--- src/hw/dis_pkg.sv ---
// Constants, register map and reset values of the interrupt source selector
package dis_pkg;

  // ==========================================================================
  // Line structure
  localparam int unsigned NUM_LINES      = 16;  // Lines presented to the core
  localparam int unsigned FIRST_MASKABLE = 4;   // Lines 0..3 are fixed
  localparam int unsigned NUM_SEL        = 12;  // Selectable lines 4..15
  localparam int unsigned FIELDS_PER_REG = 6;   // Selector fields per register
  localparam int unsigned SEL_W          = 5;   // Width of one selector code
  localparam int unsigned EXT_PINS       = 4;   // External interrupt pins 4..7
  localparam int unsigned SYNC_STAGES    = 3;   // Pin synchroniser depth

  // ==========================================================================
  // Register byte addresses
  localparam logic [31:0] ADDR_SEL_HIGH   = 32'h019c0000;
  localparam logic [31:0] ADDR_SEL_LOW    = 32'h019c0004;
  localparam logic [31:0] ADDR_CTRL       = 32'h019c0008;
  localparam logic [31:0] ADDR_GPIO_CFG   = 32'h019c000c;
  localparam logic [31:0] ADDR_IRQ_STATUS = 32'h019c0010;
  localparam logic [31:0] ADDR_IRQ_MASK   = 32'h019c0014;
  localparam logic [31:0] ADDR_LINE_STATE = 32'h019c0018;

  // ==========================================================================
  // Field positions
  localparam int unsigned FIELD_LSB [FIELDS_PER_REG] = '{0, 5, 10, 16, 21, 26};
  localparam int unsigned CTRL_GIE_BIT  = 0;
  localparam int unsigned CFG_POL_LSB   = 0;   // Active edge per pin
  localparam int unsigned CFG_PEN_LSB   = 4;   // Pin enable per pin
  localparam int unsigned CFG_DIR_LSB   = 8;   // Direction per pin, 1 = output
  localparam int unsigned CFG_GATE_LSB  = 12;  // Event pass per pin

  // ==========================================================================
  // Source codes
  localparam logic [SEL_W-1:0] SRC_NONE   = 5'h00;
  localparam logic [SEL_W-1:0] SRC_TIMER0 = 5'h01;
  localparam logic [SEL_W-1:0] SRC_GPIO0  = 5'h10;

  // ==========================================================================
  // Values after reset
  localparam logic [SEL_W-1:0] SEL_RESET [NUM_SEL] = '{
    5'h04, 5'h05, 5'h06, 5'h07, 5'h08, 5'h09,
    5'h03, 5'h0a, 5'h0b, 5'h00, 5'h01, 5'h02};
  localparam logic                 GIE_RESET  = 1'b0;
  localparam logic [EXT_PINS-1:0]  POL_RESET  = 4'h0;
  localparam logic [EXT_PINS-1:0]  PEN_RESET  = 4'h0;
  localparam logic [EXT_PINS-1:0]  DIR_RESET  = 4'h0;
  localparam logic [EXT_PINS-1:0]  GATE_RESET = 4'hf;
  localparam logic [NUM_LINES-1:0] MASK_RESET = 16'h0000;

endpackage

--- src/hw/dis_ext_edge.sv ---
// Synchroniser and edge detector for the external interrupt pins
`timescale 1ns/1ps

module dis_ext_edge #(
  parameter int unsigned PINS = dis_pkg::EXT_PINS
) (
  input  wire logic            clock_i,
  input  wire logic            rst_i,
  input  wire logic [PINS-1:0] pin_i,
  input  wire logic [PINS-1:0] polarity_i,
  input  wire logic [PINS-1:0] pass_i,
  output logic      [PINS-1:0] event_o
);
  import dis_pkg::*;

  // ==========================================================================
  // Elaboration check
  if (PINS < 1 || PINS > 8) begin : g_bad
    $error("dis_ext_edge supports 1 to 8 pins");
  end

  // ==========================================================================
  // Per pin logic
  for (genvar i = 0; i < PINS; i++) begin : g_pin
    logic meta_q;
    logic sync2_q;
    logic sync3_q;
    logic level_q;

    // Three stage synchroniser; the first stage feeds only the second
    always_ff @(posedge clock_i or posedge rst_i) begin
      if (rst_i) begin
        meta_q  <= 1'b0;
        sync2_q <= 1'b0;
        sync3_q <= 1'b0;
      end else begin
        meta_q  <= pin_i[i];
        sync2_q <= meta_q;
        sync3_q <= sync2_q;
      end
    end

    // Accept a new level once stages two and three agree; pulse on the chosen edge
    always_ff @(posedge clock_i or posedge rst_i) begin
      if (rst_i) begin
        level_q    <= 1'b0;
        event_o[i] <= 1'b0;
      end else begin
        event_o[i] <= 1'b0;
        if (sync2_q == sync3_q && sync2_q != level_q) begin
          level_q    <= sync2_q;
          event_o[i] <= pass_i[i] & (sync2_q != polarity_i[i]);  // [RQ12] [RQ14]
        end
      end
    end

    // Edge pulse only after a settled change of the chosen direction
    property p_edge_cause;
      @(posedge clock_i) disable iff (rst_i)
        event_o[i] |-> $past(sync2_q) == $past(sync3_q) && level_q != $past(polarity_i[i]);
    endproperty
    a_edge_cause: assert property (p_edge_cause) else $error("edge event without valid edge");  // [RQ12]
  end

endmodule

--- src/hw/dis_top.sv ---
// Interrupt source selector with APB registers and external pin events
//
// Design decision made here: the APB interface to the registers.
`timescale 1ns/1ps

//
// Operation
// RQ1: Sixteen prioritised lines go to the core
// RQ2: Line 0 highest priority, line 15 lowest
// RQ3: Lines 0-3 fixed: reset, NMI, two empty
// RQ4: Lines 4-15 maskable, source chosen by code
// RQ5: Selectors at 0x019c0000 and 0x019c0004, read/write
// RQ6: Low selector holds lines 4-9 fields
// RQ7: High selector holds lines 10-15 fields
// RQ8: Selector fields reset to fixed default mapping
// RQ9: Codes 1-8: timers, memory, GPIO 4-7, DMA
// RQ10: Codes 9-16: emulation, serial ports, GPIO 0
// RQ11: GPIO events 4-7 come from pins 4-7
// RQ12: Pin events edge detected, polarity bit each
// RQ13: Software enables pins as inputs first
// RQ14: GPIO controls may gate pin events
// RQ15: Line follows selected event; unused codes inactive
// RQ16: Bits 15 and 31 read zero, writes ignored
// RQ17: Global enable blocks maskable lines, resets zero
module dis_top (
  input  wire logic                          clock_i,
  input  wire logic                          rst_i,
  input  wire logic                          psel_i,
  input  wire logic                          penable_i,
  input  wire logic                          pwrite_i,
  input  wire logic [31:0]                   paddr_i,
  input  wire logic [31:0]                   pwdata_i,
  output logic      [31:0]                   prdata_o,
  output logic                               pready_o,
  output logic                               pslverr_o,
  input  wire logic [dis_pkg::EXT_PINS-1:0]  external_irq_pin_i,
  input  wire logic                          core_reset_req_i,
  input  wire logic                          nmi_event_i,
  input  wire logic                          timer0_event_i,
  input  wire logic                          timer1_event_i,
  input  wire logic                          memif_event_i,
  input  wire logic                          dma_done_event_i,
  input  wire logic                          emu_transfer_event_i,
  input  wire logic                          emu_rx_event_i,
  input  wire logic                          emu_tx_event_i,
  input  wire logic                          sport0_tx_event_i,
  input  wire logic                          sport0_rx_event_i,
  input  wire logic                          sport1_tx_event_i,
  input  wire logic                          sport1_rx_event_i,
  input  wire logic                          gpio_event_pin0_i,
  output logic      [dis_pkg::NUM_LINES-1:0] core_int_o,
  output logic                               irq_o
);
  import dis_pkg::*;

  // ==========================================================================
  // Elaboration check
  if (NUM_LINES != FIRST_MASKABLE + NUM_SEL || NUM_SEL != 2 * FIELDS_PER_REG) begin : g_bad
    $error("dis_top line and field counts disagree");
  end

  // ==========================================================================
  // Declarations
  logic [SEL_W-1:0]     sel_q [NUM_SEL];
  logic                 global_irq_enable_q;
  logic [EXT_PINS-1:0]  ext_irq_polarity_q;
  logic [EXT_PINS-1:0]  gpio_pin_enable_q;
  logic [EXT_PINS-1:0]  gpio_direction_q;
  logic [EXT_PINS-1:0]  gpio_gate_q;
  logic [NUM_LINES-1:0] status_q;
  logic [NUM_LINES-1:0] status_d;
  logic [NUM_LINES-1:0] mask_q;
  logic [NUM_LINES-1:0] line_set_w;
  logic [EXT_PINS-1:0]  gpio_pass_w;
  logic [EXT_PINS-1:0]  gpio_event_w;
  logic [31:0]          src_w;
  logic [NUM_SEL-1:0]   sel_line_w;
  logic [31:0]          rd_w;
  logic                 hit_w;
  logic                 setup_w;
  logic                 done_w;
  logic                 wr_w;

  // ==========================================================================
  // External pin events
  // A pin produces events only while enabled, set as input and passed
  assign gpio_pass_w = gpio_pin_enable_q & ~gpio_direction_q & gpio_gate_q;  // [RQ13] [RQ14]

  // Pins 4..7 become GPIO events 4..7
  dis_ext_edge #(
    .PINS (EXT_PINS)
  ) u_ext_edge (
    .clock_i    (clock_i),
    .rst_i      (rst_i),
    .pin_i      (external_irq_pin_i),
    .polarity_i (ext_irq_polarity_q),
    .pass_i     (gpio_pass_w),
    .event_o    (gpio_event_w)  // [RQ11]
  );

  // ==========================================================================
  // Source table, indexed by selector code
  // Code 0 and codes above 16 select a constant zero
  assign src_w = {15'h0000,             // Codes 31..17: no source
                  gpio_event_pin0_i,    // 16: GPIO pin 0
                  sport1_rx_event_i,    // 15
                  sport1_tx_event_i,    // 14
                  sport0_rx_event_i,    // 13
                  sport0_tx_event_i,    // 12
                  emu_tx_event_i,       // 11
                  emu_rx_event_i,       // 10
                  emu_transfer_event_i, // 9
                  dma_done_event_i,     // 8
                  gpio_event_w,         // 7..4: GPIO pins 7..4
                  memif_event_i,        // 3
                  timer1_event_i,       // 2
                  timer0_event_i,       // 1
                  1'b0};                // 0: no source  [RQ9] [RQ10] [RQ15]

  // One multiplexer per maskable line
  for (genvar k = 0; k < NUM_SEL; k++) begin : g_mux
    assign sel_line_w[k] = src_w[sel_q[k]];  // [RQ4] [RQ15]
  end

  // ==========================================================================
  // Core interrupt lines
  // Lower index means higher priority at the core; lines 0..3 bypass the selector
  always_ff @(posedge clock_i or posedge rst_i) begin
    if (rst_i) begin
      core_int_o <= '0;
    end else begin
      core_int_o[0]   <= core_reset_req_i;  // [RQ1] [RQ2] [RQ3]
      core_int_o[1]   <= nmi_event_i;       // [RQ3]
      core_int_o[3:2] <= 2'h0;              // [RQ3]
      core_int_o[NUM_LINES-1:FIRST_MASKABLE] <=
        sel_line_w & {NUM_SEL{global_irq_enable_q}};  // [RQ4] [RQ15] [RQ17]
    end
  end

  // ==========================================================================
  // APB slave decode
  assign setup_w = psel_i & ~penable_i;
  assign done_w  = psel_i & penable_i & pready_o;
  assign wr_w    = done_w & pwrite_i;

  // Pack six selector fields into one register image; gaps read zero
  function automatic logic [31:0] pack_sel(input int unsigned base);
    logic [31:0] img;
    img = 32'h00000000;
    for (int unsigned f = 0; f < FIELDS_PER_REG; f++) begin
      img[FIELD_LSB[f] +: SEL_W] = sel_q[base + f];
    end
    return img;  // [RQ16]
  endfunction

  // Read image and address hit
  always_comb begin
    rd_w  = 32'h00000000;
    hit_w = 1'b1;
    unique case (paddr_i)
      ADDR_SEL_HIGH:   rd_w = pack_sel(FIELDS_PER_REG);  // [RQ5] [RQ7]
      ADDR_SEL_LOW:    rd_w = pack_sel(0);               // [RQ5] [RQ6]
      ADDR_CTRL:       rd_w[CTRL_GIE_BIT] = global_irq_enable_q;
      ADDR_GPIO_CFG:   rd_w[15:0] = {gpio_gate_q, gpio_direction_q, gpio_pin_enable_q, ext_irq_polarity_q};
      ADDR_IRQ_STATUS: rd_w[NUM_LINES-1:0] = status_q;
      ADDR_IRQ_MASK:   rd_w[NUM_LINES-1:0] = mask_q;
      ADDR_LINE_STATE: rd_w[NUM_LINES-1:0] = core_int_o;
      default:         hit_w = 1'b0;
    endcase
  end

  // No wait state: data and ready are registered in the setup cycle
  always_ff @(posedge clock_i or posedge rst_i) begin
    if (rst_i) begin
      pready_o  <= 1'b0;
      pslverr_o <= 1'b0;
      prdata_o  <= 32'h00000000;
    end else begin
      pready_o  <= setup_w;
      pslverr_o <= setup_w & ~hit_w;
      if (setup_w) begin
        prdata_o <= pwrite_i ? 32'h00000000 : rd_w;
      end
    end
  end

  // ==========================================================================
  // Selector registers
  for (genvar k = 0; k < NUM_SEL; k++) begin : g_sel
    localparam logic [31:0] ADDR = (k < FIELDS_PER_REG) ? ADDR_SEL_LOW : ADDR_SEL_HIGH;
    localparam int unsigned LSB  = FIELD_LSB[k % FIELDS_PER_REG];

    // Only the five field bits are stored; bits 15 and 31 have no flop
    always_ff @(posedge clock_i or posedge rst_i) begin
      if (rst_i) begin
        sel_q[k] <= SEL_RESET[k];  // [RQ8]
      end else if (wr_w && paddr_i == ADDR) begin
        sel_q[k] <= pwdata_i[LSB +: SEL_W];  // [RQ5] [RQ6] [RQ7] [RQ16]
      end
    end
  end

  // ==========================================================================
  // Control and GPIO configuration registers
  always_ff @(posedge clock_i or posedge rst_i) begin
    if (rst_i) begin
      global_irq_enable_q <= GIE_RESET;  // [RQ17]
    end else if (wr_w && paddr_i == ADDR_CTRL) begin
      global_irq_enable_q <= pwdata_i[CTRL_GIE_BIT];
    end
  end

  // Pin polarity, enable, direction and event pass bits
  always_ff @(posedge clock_i or posedge rst_i) begin
    if (rst_i) begin
      ext_irq_polarity_q <= POL_RESET;
      gpio_pin_enable_q  <= PEN_RESET;
      gpio_direction_q   <= DIR_RESET;
      gpio_gate_q        <= GATE_RESET;
    end else if (wr_w && paddr_i == ADDR_GPIO_CFG) begin
      ext_irq_polarity_q <= pwdata_i[CFG_POL_LSB +: EXT_PINS];  // [RQ12]
      gpio_pin_enable_q  <= pwdata_i[CFG_PEN_LSB +: EXT_PINS];
      gpio_direction_q   <= pwdata_i[CFG_DIR_LSB +: EXT_PINS];
      gpio_gate_q        <= pwdata_i[CFG_GATE_LSB +: EXT_PINS];  // [RQ14]
    end
  end

  // ==========================================================================
  // Sticky status, mask and interrupt output
  // Status records the selected source of lines 4..15 before the global enable, and reset and NMI on lines 0 and 1
  assign line_set_w = {sel_line_w, 2'b00, nmi_event_i, core_reset_req_i};

  // Write one to clear; a new event in the same cycle wins
  always_comb begin
    status_d = status_q;
    if (wr_w && paddr_i == ADDR_IRQ_STATUS) begin
      status_d = status_q & ~pwdata_i[NUM_LINES-1:0];
    end
    status_d = status_d | line_set_w;
  end

  // Status register
  always_ff @(posedge clock_i or posedge rst_i) begin
    if (rst_i) begin
      status_q <= '0;
    end else begin
      status_q <= status_d;
    end
  end

  // Mask register, same layout as status
  always_ff @(posedge clock_i or posedge rst_i) begin
    if (rst_i) begin
      mask_q <= MASK_RESET;
    end else if (wr_w && paddr_i == ADDR_IRQ_MASK) begin
      mask_q <= pwdata_i[NUM_LINES-1:0];
    end
  end

  // Level interrupt while any unmasked status bit is set
  always_ff @(posedge clock_i or posedge rst_i) begin
    if (rst_i) begin
      irq_o <= 1'b0;
    end else begin
      irq_o <= |(status_q & mask_q);
    end
  end

  // ==========================================================================
  // Checks
  property p_fixed_lines;
    @(posedge clock_i) disable iff (rst_i)
      core_int_o[3:2] == 2'h0 && core_int_o[1] == $past(nmi_event_i) && core_int_o[0] == $past(core_reset_req_i);
  endproperty
  a_fixed_lines: assert property (p_fixed_lines) else $error("fixed lines 0-3 wrong");  // [RQ3]

  property p_line4_follows;
    @(posedge clock_i) disable iff (rst_i)
      global_irq_enable_q |=> core_int_o[4] == $past(src_w[sel_q[0]]);
  endproperty
  a_line4_follows: assert property (p_line4_follows) else $error("line 4 not the selected source");  // [RQ15]

  property p_line15_follows;
    @(posedge clock_i) disable iff (rst_i)
      global_irq_enable_q |=> core_int_o[15] == $past(src_w[sel_q[11]]);
  endproperty
  a_line15_follows: assert property (p_line15_follows) else $error("line 15 not the selected source");  // [RQ4]

  property p_gie_blocks;
    @(posedge clock_i) disable iff (rst_i)
      !global_irq_enable_q |=> core_int_o[15:4] == 12'h000;
  endproperty
  a_gie_blocks: assert property (p_gie_blocks) else $error("maskable line active with enable off");  // [RQ17]

  property p_code_none;
    @(posedge clock_i) disable iff (rst_i)
      sel_q[9] == SRC_NONE |=> !core_int_o[13];
  endproperty
  a_code_none: assert property (p_code_none) else $error("code zero drove line 13");  // [RQ15]

  property p_reset_map;
    @(posedge clock_i) disable iff (rst_i)
      $past(rst_i) |-> sel_q[0] == 5'h04 && sel_q[6] == 5'h03 && sel_q[10] == SRC_TIMER0 && !global_irq_enable_q;
  endproperty
  a_reset_map: assert property (p_reset_map) else $error("selector defaults wrong after reset");  // [RQ8]

  property p_reserved_zero;
    @(posedge clock_i) disable iff (rst_i)
      pready_o && (paddr_i == ADDR_SEL_HIGH || paddr_i == ADDR_SEL_LOW) |->
        prdata_o[15] == 1'b0 && prdata_o[31] == 1'b0;
  endproperty
  a_reserved_zero: assert property (p_reserved_zero) else $error("bit 15 or 31 read as one");  // [RQ16]

  property p_high_write;
    @(posedge clock_i) disable iff (rst_i)
      wr_w && paddr_i == ADDR_SEL_HIGH |=> sel_q[6] == $past(pwdata_i[4:0]) && sel_q[11] == $past(pwdata_i[30:26]);
  endproperty
  a_high_write: assert property (p_high_write) else $error("high selector write lost");  // [RQ7]

  property p_low_write;
    @(posedge clock_i) disable iff (rst_i)
      wr_w && paddr_i == ADDR_SEL_LOW |=> sel_q[3] == $past(pwdata_i[20:16]);
  endproperty
  a_low_write: assert property (p_low_write) else $error("low selector write lost");  // [RQ6]

  property p_set_wins;
    @(posedge clock_i) disable iff (rst_i)
      line_set_w[5] |=> status_q[5];
  endproperty
  a_set_wins: assert property (p_set_wins) else $error("status event lost");

  property p_irq_level;
    @(posedge clock_i) disable iff (rst_i)
      irq_o == $past(|(status_q & mask_q));
  endproperty
  a_irq_level: assert property (p_irq_level) else $error("interrupt output not the masked status");

  property p_pin_gate;
    @(posedge clock_i) disable iff (rst_i)
      !gpio_pass_w[0] |=> !gpio_event_w[0];
  endproperty
  a_pin_gate: assert property (p_pin_gate) else $error("pin event passed while blocked");  // [RQ13] [RQ14]

  property p_apb_answer;
    @(posedge clock_i) disable iff (rst_i)
      setup_w |=> pready_o ##1 !pready_o;
  endproperty
  a_apb_answer: assert property (p_apb_answer) else $error("APB answer timing wrong");  // [RQ5]

endmodule

--- config.mk ---
export PLATFORM = sky130hd
export DESIGN_NAME = dis_top
export DESIGN_NICKNAME = d
export VERILOG_FILES = /design/src/hw/dis_pkg.sv /design/src/hw/dis_ext_edge.sv /design/src/hw/dis_top.sv
export SDC_FILE = /design/constraint.sdc
export NUM_CORES = 1
export LEC_CHECK = 0
export BUFFER_PORTS_ARGS = -buffer_cell sky130_fd_sc_hd__buf_2
export CORE_MARGIN = 10
export CORE_UTILIZATION = 35
export CTS_CLUSTER_DIAMETER = 30
export DETAILED_ROUTE_END_ITERATION = 7
export MAX_ROUTING_LAYER = met4
export SYNTH_ARGS = -nofsm -noshare
export SYNTH_HDL_FRONTEND = slang
export SYNTH_SLANG_ARGS = --single-unit
--- constraint.sdc ---
create_clock -name clock_i -period 5.55 [get_ports clock_i]
set_input_delay 0.8325 -clock clock_i [delete_from_list [all_inputs] [get_ports clock_i]]
set_output_delay 0.8325 -clock clock_i [all_outputs]
set_load 0.01 [all_outputs]
### Word-level counts from Yosys, hierarchy flattened

Index checks and enable logic that the tools add are counted.

* reduce and logical (&&, ||, !) cells: 12
* equal/unequal tests: 19
* bitwise logic cells: 19
* magnitude comparators: 12
* mux-type cells: 34

Operators by type and width (count)
* equality test 32 x 25 -> 1 bit (second input constant): 7
* case mux 15 bit (6 select lines): 1
* less-than comparator 5 x 6 -> 1 bit (second input constant): 12
* binary-select mux 1 bit (select 5 bit): 12
* bitwise AND 16 bit: 2
* 2-to-1 mux 32 bit: 1
* case mux 15 bit (2 select lines): 1
* 2-to-1 mux 1 bit: 17
* 2-to-1 mux 16 bit: 1
* NOT 16 bit: 1
* OR 16 bit: 1
* OR reduction 16 bit: 1
* bitwise AND 12 bit: 1
* logical AND 1 bit: 10
* bitwise AND 1 bit: 9
* bitwise AND 4 bit: 2
* != test 1 bit: 8
* case mux 1 bit (7 select lines): 1
* OR reduction 7 bit: 1
* equality test 1 bit: 4
* NOT 4 bit: 1
* NOT 1 bit: 2

* word-level logic and storage cells: 140
* register bits: 178
* output and inout bits: 51
* bits of input ports: 87

### Logic depth before layout (Yosys ltp)

Gate-level depths: netlist of run 1.

* word-level depth: 6
* gate-level depth with buffers: 7
* gate-level depth less buffers: 5

### Modules after synthesis

A second synthesis of run 1 with hierarchy kept.

* cells, all modules: 762
* area total of the unflattened synthesis: 9344.0 sq um

By module, submodules not included
* dis_top: cells each 725, instances 1, area an instance 8669.6 sq um, sequential area each 3958.8 sq um
* dis_ext_edge: cells each 37, instances 1, area an instance 674.4 sq um, sequential area each 500.5 sq um

### Least setup slack after synthesis of run 1

No wires, ideal clock.

* path kind: input -> register
* start: in paddr_i[3]
* end: reg status_q[11]
* path slack: 3.012 ns
* setup time: 0.129 ns
* required time: 5.421 ns
* arrival: 2.409 ns
* buffers on the path: 2
* stages: 7
* cells stage by stage: buf_2 > nor4_2 > nand3_1 > nor4_4 > buf_6 > nand2_1 > a2111o_1

* word-level cells in the longest chain between the ends: 4

RTL lines
* start, declared: RTL line dis_top.sv:31 `input wire logic [31:0] paddr_i,`
* equality test 32 x 25 -> 1 bit: RTL line dis_top.sv:236 `if (wr_w && paddr_i == ADDR_IRQ_STATUS) begin`
* logical AND 1 bit: RTL line dis_top.sv:236
* 2-to-1 mux 16 bit: RTL line dis_top.sv:236
* OR 16 bit: RTL line dis_top.sv:239 `status_d = status_d | line_set_w;`
* net status_d[11]: RTL line dis_top.sv:71 `logic [NUM_LINES-1:0] status_d;`
* end signal, assigned: RTL line dis_top.sv:247 `status_q <= status_d;`
* end, declared: RTL line dis_top.sv:70 `logic [NUM_LINES-1:0] status_q;`

The timed path passes the listed nets, and every way through them passes these cells.
A chain may end at the register's enable or synchronous reset.

### Worst setup path after layout of run 1

* start: in paddr_i[2]
* end: reg sel_q[7] (netlist bit)

* word-level cells in the longest chain between the ends: 2

RTL lines
* equality test 32 x 25 -> 1 bit: RTL line dis_top.sv:197 `end else if (wr_w && paddr_i == ADDR) begin`
* logical AND 1 bit: RTL line dis_top.sv:197
* end signal, assigned by index: RTL line dis_top.sv:196 `sel_q[k] <= SEL_RESET[k];`
* end signal, assigned by index: RTL line dis_top.sv:198 `sel_q[k] <= pwdata_i[LSB +: SEL_W];`
* end, declared: RTL line dis_top.sv:64 `logic [SEL_W-1:0] sel_q [NUM_SEL];`

No other way between the ends.

==> run metrics, run 1 <==
EDFF count, synth 0; Worst Path Max Fanout 23; async set-or-reset flop fraction in the synthesized netlist between 90% and 100%; vias in the first global route a little over 7k; hold endpoint u_ext_edge.g_pin[0].sync2_q; global-route wire length before repair 45700 um; worst hold path type flop to flop; HPWL after DPL about 21000 um; Rows 60; status finished, final reports clean; initial antenna violation count 4; Yosys top cell area share between 40% and 50%; synth unique cells 60; Routed WL per cell between 20 and 25 um; RSZ-0062 raised after global routing no; sequential share of the synthesized area a little under half; vias per cell a little under 6; CTS Hold Bufs 0; gr usage total roughly 18%; largest family of logic cells by synthesized area multiplexers; number of routed nets with antenna violations 0; share of post-route cells with drive strength above 1 31.9%; total CTS buffers 17; kind of end point of the critical path flop; Post-Syn Area roughly 0.0095 mm^2; simple-gate portion of the synthesized area between 10 and 15%; ys flop type dfrtp_1; adder and majority gate portion of the synthesized area 0.424%; setup TNS 0 ps; detailed-router iteration count before antenna repair 5; Final Hold Vio Count 0; Slew Limit Fails 0; top post-synthesis cells by area dfrtp_1, mux2_1, mux4_2, mux2i_1, dfstp_2; final worst slack 2380 ps; Vias ~7k; Final nets 926; Reg2Reg Setup Slack 3110 ps; setup bufs post-CTS 0; DRT iter0 DRCs 627; H-tree Lvls 4; reg2reg start pready_o; Synth Area in XOR/XNOR 0%; final wirelength 29700 um; CP top delay family simple AND/OR/NAND/NOR gates; Die W between 150 and 200 um; Tot Pwr between 0.002 and 0.003 W; FF-to-FF End status_q[7]; die area 0.0340 mm^2; leading area contributor after synthesis dfrtp_1; Area Overhead vs Synth 15.8%; initial core utilization between 30% and 40%; #FFs+latches synth between 150 and 200; pwr/cell area roughly 250 mW/mm^2; Placer Congestion around 0.85; number of buffers added on ports ~130; Ys Warns 0; worst endpoint required time about 5900 ps; mux contribution to synthesized area between 20% and 30%; CTS Sinks 177; Clock Latency Late Sink 430 ps; cts repair resizes 0; Hold Path Stages 0; Die Y 184 um; element type at the critical path start primary input; Compound-Gate Fraction of Synth Area between 10% and 20%; Max VDD drop approximately 0.19 mV; cell count after synthesis roughly 740; Setup-failing EPs final 0; Avg Cell Area, Syn around 13 um^2; relative slew slack between 10% and 20%; CP max stage delay 550 ps; clock skew around 9 ps; worst r2r path cells 4; max-cap viol count 0; Clock Pin Slew Worst Setup and Hold Paths roughly 70 ps; pre-CTS setup slack 1910 ps; critical path, cell by cell buf_2 -> nor4_2 -> and2_1 -> nand2_1 -> buf_4 -> mux2_1; min-delay src u_ext_edge.g_pin[0].meta_q; Worst-Margin Slew between 1000 and 1500 ps; Core Region 0.0268 mm^2; leak pwr between 4 and 5 nW; Tcrit/Tclk final a little under three fifths; DRC 0; Worst EP arrival ~3500 ps; global route overflow 0; I/O pin cnt around 140; Root Buffer clkbuf_16; largest net degree at the start of global routing around 180; min Tclk post-route between 3000 and 4000 ps; Slowest-stage cell, CP and2_1; clock tree buffer depth 2; WP buf/inv 2; CP Class primary input to flop; Fmax achieved ~0.32 GHz; TritonCTS clock tree done
[cell usage in the layout (no fill, tap or decap), types with 4 or more instances in the layout]
master	instances
a2111o_1	12
a21o_1	6
a21oi_1	9
a221o_1	16
a221oi_1	4
a22o_1	16
a22oi_1	14
and2_1	15
and3_1	8
buf_2	133
buf_4	6
clkbuf_16	17
dfrtp_1	153
dfstp_2	24
diode_2	4
inv_1	4
inv_6	6
maj3_1	4
mux2_1	75
mux2_2	18
mux2i_1	69
mux4_2	36
nand2_1	39
nand3_1	8
nor2_1	7
nor3_1	18
nor3b_1	18
nor4_1	10
nor4_2	4
nor4bb_1	8
o21ai_0	17
o2bb2ai_1	8
o31a_1	12
or4b_2	6
[area by class of cell]
class / instances / area, um^2
flip-flops and latches: 177 / 4460
well taps: 341 / 427
diodes: 4 / 10.0
clock inverters: 13 / 151
inverters: 5 / 22.5
multi-input cells: 498 / 4700
repair buffers: 140 / 731
fillers: 2549 / 15900
clock buffers: 19 / 443
[how the worst max path moves through the flow]
stage                from       endpoint  depth (start not counted)
3_3_place_gp   paddr_i[2]      sel_q[10]                          6
3_5_place_dp   paddr_i[2]    status_q[7]                          6
5_1_grt        paddr_i[2]    status_q[7]                          6
2_1_floorplan       rst_i  core_int_o[0]                          1
6_report       paddr_i[2]       sel_q[7]                          6
4_1_cts        paddr_i[2]    status_q[7]                          6
[state kept, by name, summed over array words and instances, names as in the netlist]
| register | count |
|---|---|
| status_q | 16 |
| mask_q | 16 |
| global_irq_enable_q | 1 |
| gpio_direction_q | 4 |
| sel_q | 60 |
| ext_irq_polarity_q | 4 |
| pready_o | 1 |
| prdata_o | 31 |
| irq_o | 1 |
| pslverr_o | 1 |
| gpio_gate_q | 4 |
| u_ext_edge.g_pin.level_q | 4 |
| u_ext_edge.g_pin.sync2_q | 4 |
| u_ext_edge.g_pin.sync3_q | 4 |
| u_ext_edge.g_pin.meta_q | 4 |
| core_int_o | 14 |
| gpio_pin_enable_q | 4 |
| u_ext_edge.event_o | 4 |
[per-layer routing]
layer / track usage, % / vias up / wire (um)
met3: 5.36 / 44 / 2210
met5: - / - / 0
met4: 5.60 / 0 / 701
met2: 27.8 / 229 / 13900
met1: 22.9 / 3585 / 12800
li1: - / 3079 / -
[cells in the mapped netlist (9+ instances only)]
| master | count |
|---|---|
| a2111o_1 | 12 |
| a21oi_1 | 9 |
| a221o_1 | 16 |
| a22o_1 | 16 |
| a22oi_1 | 14 |
| and2_1 | 15 |
| buf_2 | 15 |
| clkbuf_1 | 43 |
| dfrtp_1 | 153 |
| dfstp_2 | 24 |
| mux2_1 | 75 |
| mux2_2 | 18 |
| mux2i_1 | 69 |
| mux4_2 | 36 |
| nand2_1 | 39 |
| nor3_1 | 18 |
| nor3b_1 | 18 |
| nor4_1 | 11 |
| o21ai_0 | 17 |
| o31a_1 | 12 |
[kinds of logic (layout without fill, tap and decap cells)]
| family | count (synthesis) | in the layout |
|---|---|---|
| simple gates | 166 | 166 |
| fa+ha+maj | 4 | 4 |
| compound gates | 127 | 127 |
| other cells | 1 | 7 |
| flops | 177 | 177 |
| mux | 198 | 198 |
| buf+inv | 71 | 177 |
[where the power goes]
part | total (W) | switching, W | internal, W
registers | 0.00131 | 0.00000891 | 0.00130
clock network | 0.00122 | 0.000539 | 0.000686
logic | 0.000167 | 0.000108 | 0.0000593
[worst reg2reg max path, cell delays in order (launching register included)]
cell,delay (ps)
dfrtp_1,350
nand4_1,260
nor4_4,1090
nand2_1,160
a2111o_1,450
[per-stage QoR]
stage | hold slack, ps | util [%] | instance area [um^2] | cells
after floorplan | 331 | - | 9460 | 746
after global placement | 334 | 38.6 | 10300 | 1161
after detailed placement | 337 | 38.6 | 10300 | 1161
after CTS | 352 | 40.8 | 10900 | 1193
after global routing | 360 | 40.8 | 10900 | 1197
final | 350 | 40.8 | 10900 | 1197
No activity file was read; power rests on OpenSTA's default activity.
==> inputs of run 2 (changes only) <==
--- a/config.mk
+++ b/config.mk
@@ -5,6 +5,7 @@
 export SDC_FILE = /design/constraint.sdc
 export NUM_CORES = 1
 export LEC_CHECK = 0
+export ABC_AREA = 1
 export BUFFER_PORTS_ARGS = -buffer_cell sky130_fd_sc_hd__buf_2
 export CORE_MARGIN = 10
 export CORE_UTILIZATION = 35
==> constraint.sdc (replaced) <==
create_clock -name clock_i -period 3.21 [get_ports clock_i]
set_input_delay 0.4815 -clock clock_i [delete_from_list [all_inputs] [get_ports clock_i]]
set_output_delay 0.4815 -clock clock_i [all_outputs]
set_load 0.01 [all_outputs]
==> run metrics, run 2 <==
status finished, final reports clean (unchanged); CP top delay family flip-flops (was simple AND/OR/NAND/NOR gates); max-cap viol count 0 (unchanged); TritonCTS clock tree done (unchanged); min Tclk post-route around 1900 ps; Synth Area in XOR/XNOR 0.358% (was 0%); global-route wire length before repair 53000 um (was 45700 um); Final nets 1525 (was 926); Worst-Margin Slew 974 ps (was 1200 ps); I/O pin cnt 138 (unchanged); Tot Pwr 0.00481 W (was 0.00270 W); Hold WS 117 ps (was 350 ps); Clock Latency Late Sink 440 ps (was 430 ps); worst endpoint required time 3540 ps (was 5860 ps); Core Region 0.0277 mm^2 (was 0.0268 mm^2); RSZ-0062 raised after global routing no (unchanged); Root Buffer clkbuf_16 (unchanged); critical path, cell by cell inv_1 -> a21oi_1 -> o21ai_0 -> nand4_1 -> nand2_1 -> nand2_1 -> nand2_1 -> a21oi_1 (was buf_2 -> nor4_2 -> and2_1 -> nand2_1 -> buf_4 -> mux2_1); Slew Limit Fails 0 (unchanged); clock power share 46.4% (was 45.3%); final worst slack 1300 ps (was 2380 ps); Power Internal 0.00345 W (was 0.00205 W); number of routed nets with antenna violations 0 (unchanged); Die Y 187 um (was 184 um); design area 0.0114 mm^2 (was 0.0109 mm^2); Vias 9416 (was 6937); clock skew 11.9 ps (was 8.96 ps); H-tree Lvls 4 (unchanged); cell count after synthesis 1337 (was 744); DRC 0 (unchanged); Reg with most FFs sel_q (unchanged); largest family of logic cells by synthesized area simple AND/OR/NAND/NOR gates (was multiplexers); top-count cell post-synth nand2_1 (was dfrtp_1); async set-or-reset flop fraction in the synthesized netlist 100% (unchanged); initial antenna violation count 1 (was 4); CTS Sinks 177 (unchanged); # diodes 0 (was 4); CP Class flop to flop (was primary input to flop); adder and majority gate portion of the synthesized area 0% (was 0.424%); Die W 187 um (was 184 um); mux contribution to synthesized area 0% (was 27.0%); NetSw 0.00136 W (was 0.000656 W); Ys Warns 0 (unchanged); gr usage total 19.6% (was 18.2%); Worst Path Max Fanout 7 (was 23); CTS Hold Bufs 0 (unchanged); element type at the critical path start flop (was primary input); worst hold path type primary input to asynchronous set/reset pin (was flop to flop); die area 0.0351 mm^2 (was 0.0340 mm^2); Area Overhead vs Synth 16.3% (was 15.8%); detailed-router iteration count before antenna repair 5 (unchanged); Clock Pin Slew Worst Setup and Hold Paths 90 ps (was 70 ps); sequential share of the synthesized area 45.5% (was 47.2%); synth unique cells 39 (was 60); leak pwr 5.29 nW (was 4.89 nW); Placer Congestion 0.972 (was 0.855); top cells by count, synth nand2_1, dfrtp_1, inv_1, o21ai_0, nand3_1 (was dfrtp_1, mux2_1, mux2i_1, clkbuf_1, nand2_1); Sw Ratio 28.3% (was 24.2%); Fmax achieved ~0.52 GHz; top post-synthesis cells by area dfrtp_1, nand2_1, o21ai_0, nand3_1, dfstp_2 (was dfrtp_1, mux2_1, mux4_2, mux2i_1, dfstp_2); global route overflow 0 (unchanged); pwr/cell area 423 mW/mm^2 (was 247 mW/mm^2); simple-gate portion of the synthesized area 27.3% (was 11.2%); Reg area 0.00446 mm^2 (unchanged); relative slew slack 35.0% (was 19.4%); final wirelength 33900 um (was 29700 um); top flop regs sel_q: 60 flops, prdata_o: 31 flops (unchanged); EDFF count, synth 0 (unchanged); cts repair resizes 0 (unchanged); leading area contributor after synthesis dfrtp_1 (unchanged); WP buf/inv 1 (was 2); vias in the first global route 9146 (was 7139); commonest non-fill, non-tap cell in the layout nand2_1 (was dfrtp_1); Slowest-stage cell, CP dfrtp_1 (was and2_1); largest net degree at the start of global routing 61 (was 178); #FFs+latches synth 177 (unchanged); setup TNS 0 ps (unchanged); setup bufs post-CTS 0 (unchanged); Seq pwr share 47.7% (was 48.5%); Avg Cell Area, Syn 7.32 um^2 (was 12.7 um^2); placed cell areas 0.0107 mm^2 (was 0.0103 mm^2); pre-CTS setup slack 879 ps (was 1910 ps); Rows 61 (was 60); CP max stage delay 620 ps (was 550 ps); number of buffers added on ports 133 (unchanged); clock tree buffer depth 2 (unchanged); Final Hold Vio Count 0 (unchanged); share of post-route cells with drive strength above 1 16.3% (was 31.9%); kind of end point of the critical path flop (unchanged); Setup-failing EPs final 0 (unchanged); Compound-Gate Fraction of Synth Area 17.5% (was 11.0%); Worst EP arrival 2240 ps (was 3480 ps); combinational share of power 5.9% (was 6.2%); most frequent CP cell nand2_1; Yosys top cell area share 39.1% (was 40.5%); Post-Syn Area 0.00979 mm^2 (was 0.00945 mm^2); total CTS buffers 17 (unchanged); ys flop type dfrtp_1 (unchanged); Max VDD drop 0.248 mV (was 0.188 mV); most frequent cells in the layout nand2_1, dfrtp_1, inv_1 (was dfrtp_1, buf_2, mux2_1); Largest register FFs 60 (unchanged); Routed WL per cell 18.5 um (was 24.8 um); vias per cell 5.15 (was 5.80); Tcrit/Tclk final roughly 60%; DRT iter0 DRCs 922 (was 627); FILL cells 2944 (was 2549); HPWL after DPL 24900 um (was 21000 um); multi-input logic area 0.00444 mm^2 (was 0.00470 mm^2); initial core utilization 35.3% (about the same)
==> run 2: worst register-to-register path, stage by stage (launching register included) <==
cell     delay (ps)
dfrtp_1         620
inv_1           280
a21oi_1         170
o21ai_0          90
nand4_1         100
nand2_1          60
nand2_1         100
nand2_1         110
a21oi_1         270
==> run 2: per-layer routing <==
| metal | vias up | wire, um | GRT usage, % |
|---|---|---|---|
| met2 | 337 | 15600 | 30.0 |
| met5 | - | 0 | - |
| li1 | 4601 | - | - |
| met1 | 4442 | 15300 | 26.1 |
| met4 | 0 | 516 | 4.56 |
| met3 | 36 | 2560 | 4.10 |
==> run 2: cells by family (layout without fill, tap and decap cells) <==
family | Yosys count | after routing
and+or+nand+nor | 604 | 604
other | 1 | 3
AOI/OAI and AO/OA | 329 | 329
buffers and inverters | 222 | 334
DFF | 177 | 177
xor gates and xnor gates | 4 | 4
==> run 2: worst paths after layout <==
path / start / endpoint / slack [ps] / depth (start not counted)
max: u_ext_edge.event_o[3] / core_int_o[9] / 1300 / 8
min: rst_i / sel_q[31] / 120 / 2
max reg2reg: u_ext_edge.event_o[3] / core_int_o[9] / 1300 / 8
min reg2reg: u_ext_edge.g_pin[1].meta_q / u_ext_edge.g_pin[1].sync2_q / 350 / 0
max in group asynchronous: rst_i / gpio_gate_q[3] / 2180 / 3
min in group clock_i: external_irq_pin_i[3] / u_ext_edge.g_pin[3].meta_q / 130 / 1
==> run 2: cell type report <==
| type | count | area share (%) |
|---|---|---|
| clock buffer | 17 | 3.74 |
| timing repair buffer | 146 | 6.92 |
| clock inverter | 15 | 1.89 |
| tap | 378 | 4.15 |
| inverter | 156 | 5.18 |
| multi-input combinational | 940 | 39.0 |
| sequential | 177 | 39.2 |
==> run 2: metrics by stage <==
stage / util [%] / std cells
after floorplan: - / 1339
after global placement: 38.8 / 1797
after detailed placement: 38.8 / 1797
after CTS: 41.1 / 1829
after global routing: 41.1 / 1829
final: 41.1 / 1829
==> run 2: power groups by stage <==
stage / Clock (W) / Combinational [W] / Sequential, W
floorplan: 0 / 0.000148 / 0.00233
global placement: 0 / 0.000283 / 0.00234
detailed placement: 0 / 0.000287 / 0.00234
CTS: 0.00227 / 0.000287 / 0.00230
global route: 0.00236 / 0.000318 / 0.00230
finish: 0.00223 / 0.000283 / 0.00230
==> inputs of run 3 (changes only) <==
==> constraint.sdc (replaced) <==
create_clock -name clock_i -period 2 [get_ports clock_i]
set_input_delay 0.3 -clock clock_i [delete_from_list [all_inputs] [get_ports clock_i]]
set_output_delay 0.3 -clock clock_i [all_outputs]
set_load 0.01 [all_outputs]
==> run metrics, run 3 (synthesis results as in run 2) <==
Final Hold Vio Count 3 (was 0); worst hold path type primary input to asynchronous set/reset pin (unchanged); clock skew 10.0 ps (was 11.9 ps); worst r2r path cells 8 (unchanged); Area Overhead vs Synth 19.1% (was 16.3%); global route overflow 0 (unchanged); pre-CTS setup slack 76.4 ps (was 879 ps); vias in the first global route 8971 (was 9146); final wirelength 33500 um (was 33900 um); Tot Pwr 0.00758 W (was 0.00481 W); DRT iter0 DRCs 1025 (was 922); number of routed nets with antenna violations 0 (unchanged); CP Class flop to flop (unchanged); WP buf/inv 1 (unchanged); pwr/cell area 650 mW/mm^2 (was 423 mW/mm^2); combinational share of power 6.1% (was 5.9%); top flop regs sel_q: 60 flops, prdata_o: 31 flops (unchanged); Final Non-Filler Cells 1854 (was 1829); Setup-failing EPs final 0 (unchanged); Rows 61 (unchanged); Root Buffer clkbuf_16 (unchanged); I/O pin cnt 138 (unchanged); initial core utilization 35.3% (unchanged); Hold WS -19.7 ps (was 117 ps); most frequent cells in the layout nand2_1, dfrtp_1, inv_1 (unchanged); commonest non-fill, non-tap cell in the layout nand2_1 (unchanged); Vias 9566 (was 9416); relative slew slack 58.2% (was 35.0%); Largest register FFs 60 (unchanged); vias per cell 5.16 (was 5.15); Worst-Margin Slew 627 ps (was 974 ps); TritonCTS clock tree done (unchanged); Clock Pin Slew Worst Setup and Hold Paths 80 ps (was 90 ps); Reg with most FFs sel_q (unchanged); Final nets 1549 (was 1525); Fmax achieved 0.551 GHz (was 0.523 GHz); gr usage total 19.3% (was 19.6%); global-route wire length before repair 52400 um (was 53000 um); kind of end point of the critical path flop (unchanged); CP max stage delay 550 ps (was 620 ps); CP top delay family compound AO/OA/AOI/OAI gates (was flip-flops); Worst Path Max Fanout 9 (was 7); DRC 0 (unchanged); max-cap viol count 0 (unchanged); CTS Sinks 177 (unchanged); failing checks negative hold slack; Die Y 187 um (unchanged); Die W 187 um (unchanged); stages on the worst setup path 8 (unchanged); worst endpoint required time 2350 ps (was 3540 ps); status complete, but fails checks (was finished, final reports clean); Max VDD drop 0.371 mV (was 0.248 mV); Slew Limit Fails 0 (unchanged); Tcrit/Tclk final 90.7% (was 59.5%); Worst EP arrival 2160 ps (was 2240 ps); critical path, cell by cell clkinv_1 -> a21oi_1 -> o21ai_0 -> a21oi_1 -> nand2_1 -> nand2_1 -> nand2_1 -> a21oi_1 (was inv_1 -> a21oi_1 -> o21ai_0 -> nand4_1 -> nand2_1 -> nand2_1 -> nand2_1 -> a21oi_1); clock power share 45.3% (was 46.4%); number of buffers added on ports 133 (unchanged); design area 0.0117 mm^2 (was 0.0114 mm^2); placed cell areas 0.0110 mm^2 (was 0.0107 mm^2); final worst slack 186 ps (was 1300 ps); Core Region 0.0277 mm^2 (unchanged); die area 0.0351 mm^2 (unchanged); Clock Latency Late Sink 440 ps (about the same); largest net degree at the start of global routing 104 (was 61); min Tclk post-route 1810 ps (was 1910 ps); clock tree buffer depth 2 (unchanged); H-tree Lvls 4 (unchanged); share of post-route cells with drive strength above 1 17.3% (was 16.3%); cts repair resizes 0 (unchanged); detailed-router iteration count before antenna repair 5 (unchanged); Placer Congestion 0.966 (was 0.972); Power Internal 0.00549 W (was 0.00345 W); Sw Ratio 27.6% (was 28.3%); FILL cells 2842 (was 2944); element type at the critical path start flop (unchanged); RSZ-0062 raised after global routing no (unchanged); total CTS buffers 17 (unchanged); NetSw 0.00210 W (was 0.00136 W); initial antenna violation count 0 (was 1); Routed WL per cell 18.1 um (was 18.5 um); leak pwr 5.42 nW (was 5.29 nW); HPWL after DPL 24600 um (was 24900 um); Slowest-stage cell, CP dfstp_2 (was dfrtp_1); Seq pwr share 48.6% (was 47.7%); placed insts 1815 (was 1797)
run 3: stage by stage:
stage                     hold WS [ps]  setup TNS [ps]  util [%]
after CTS                         4.35               0      42.1
after detailed placement           336               0      39.7
after floorplan                    331          -83700         -
after global routing              23.9               0      42.1
after global placement             335               0      39.7
final                            -19.7               0      42.1
run 3: final timing paths:
| check | from | slack (ps) | endpoint |
|---|---|---|---|
| max | sel_q[1] | 190 | core_int_o[15] |
| min | rst_i | -20 | sel_q[32] |
| max reg2reg | sel_q[1] | 190 | core_int_o[15] |
| min reg2reg | u_ext_edge.g_pin[2].meta_q | 350 | u_ext_edge.g_pin[2].sync2_q |
| max in group asynchronous | rst_i | 1480 | prdata_o[13] |
| min in group clock_i | penable_i | 60 | pready_o |
run 3: final cells by class:
| class | instances | area (um^2) | area share [%] |
|---|---|---|---|
| sequential | 177 | 4460 | 38.2 |
| multi-input combinational | 940 | 4440 | 38.0 |
| timing repair buffer | 170 | 1100 | 9.40 |
| inverter | 156 | 589 | 5.05 |
| tap | 378 | 473 | 4.06 |
| clock buffer | 17 | 425 | 3.65 |
| clock inverter | 15 | 179 | 1.53 |
| antenna | 1 | 2.50 | 0.0215 |
run 3: tightest hold or removal path, cell delays in order:
cell        delay [ps]
buf_2              110
clkinvlp_4         100
buf_12             320
run 3: metal layers:
| metal | wire length (um) | GRT usage [%] | vias to the layer above |
|---|---|---|---|
| li1 | - | - | 4631 |
| met1 | 15500 | 26.7 | 4528 |
| met2 | 15300 | 29.3 | 366 |
| met3 | 2220 | 2.55 | 41 |
| met4 | 533 | 4.78 | 0 |
| met5 | 0 | - | - |
run 3: timing repair:
item / CTS / global route
hold buffers: 6 / 0
endpoints found under the hold margin: 6 / 0
buffers inserted: 0 / 0
run 3: power by group through the flow:
stage / Clock, W / Combinational (W) / Sequential (W)
finish: 0.00343 / 0.000466 / 0.00368
global route: 0.00366 / 0.000524 / 0.00369
floorplan: 0 / 0.000237 / 0.00375
CTS: 0.00349 / 0.000472 / 0.00368
global placement: 0 / 0.000453 / 0.00375
detailed placement: 0 / 0.000462 / 0.00375
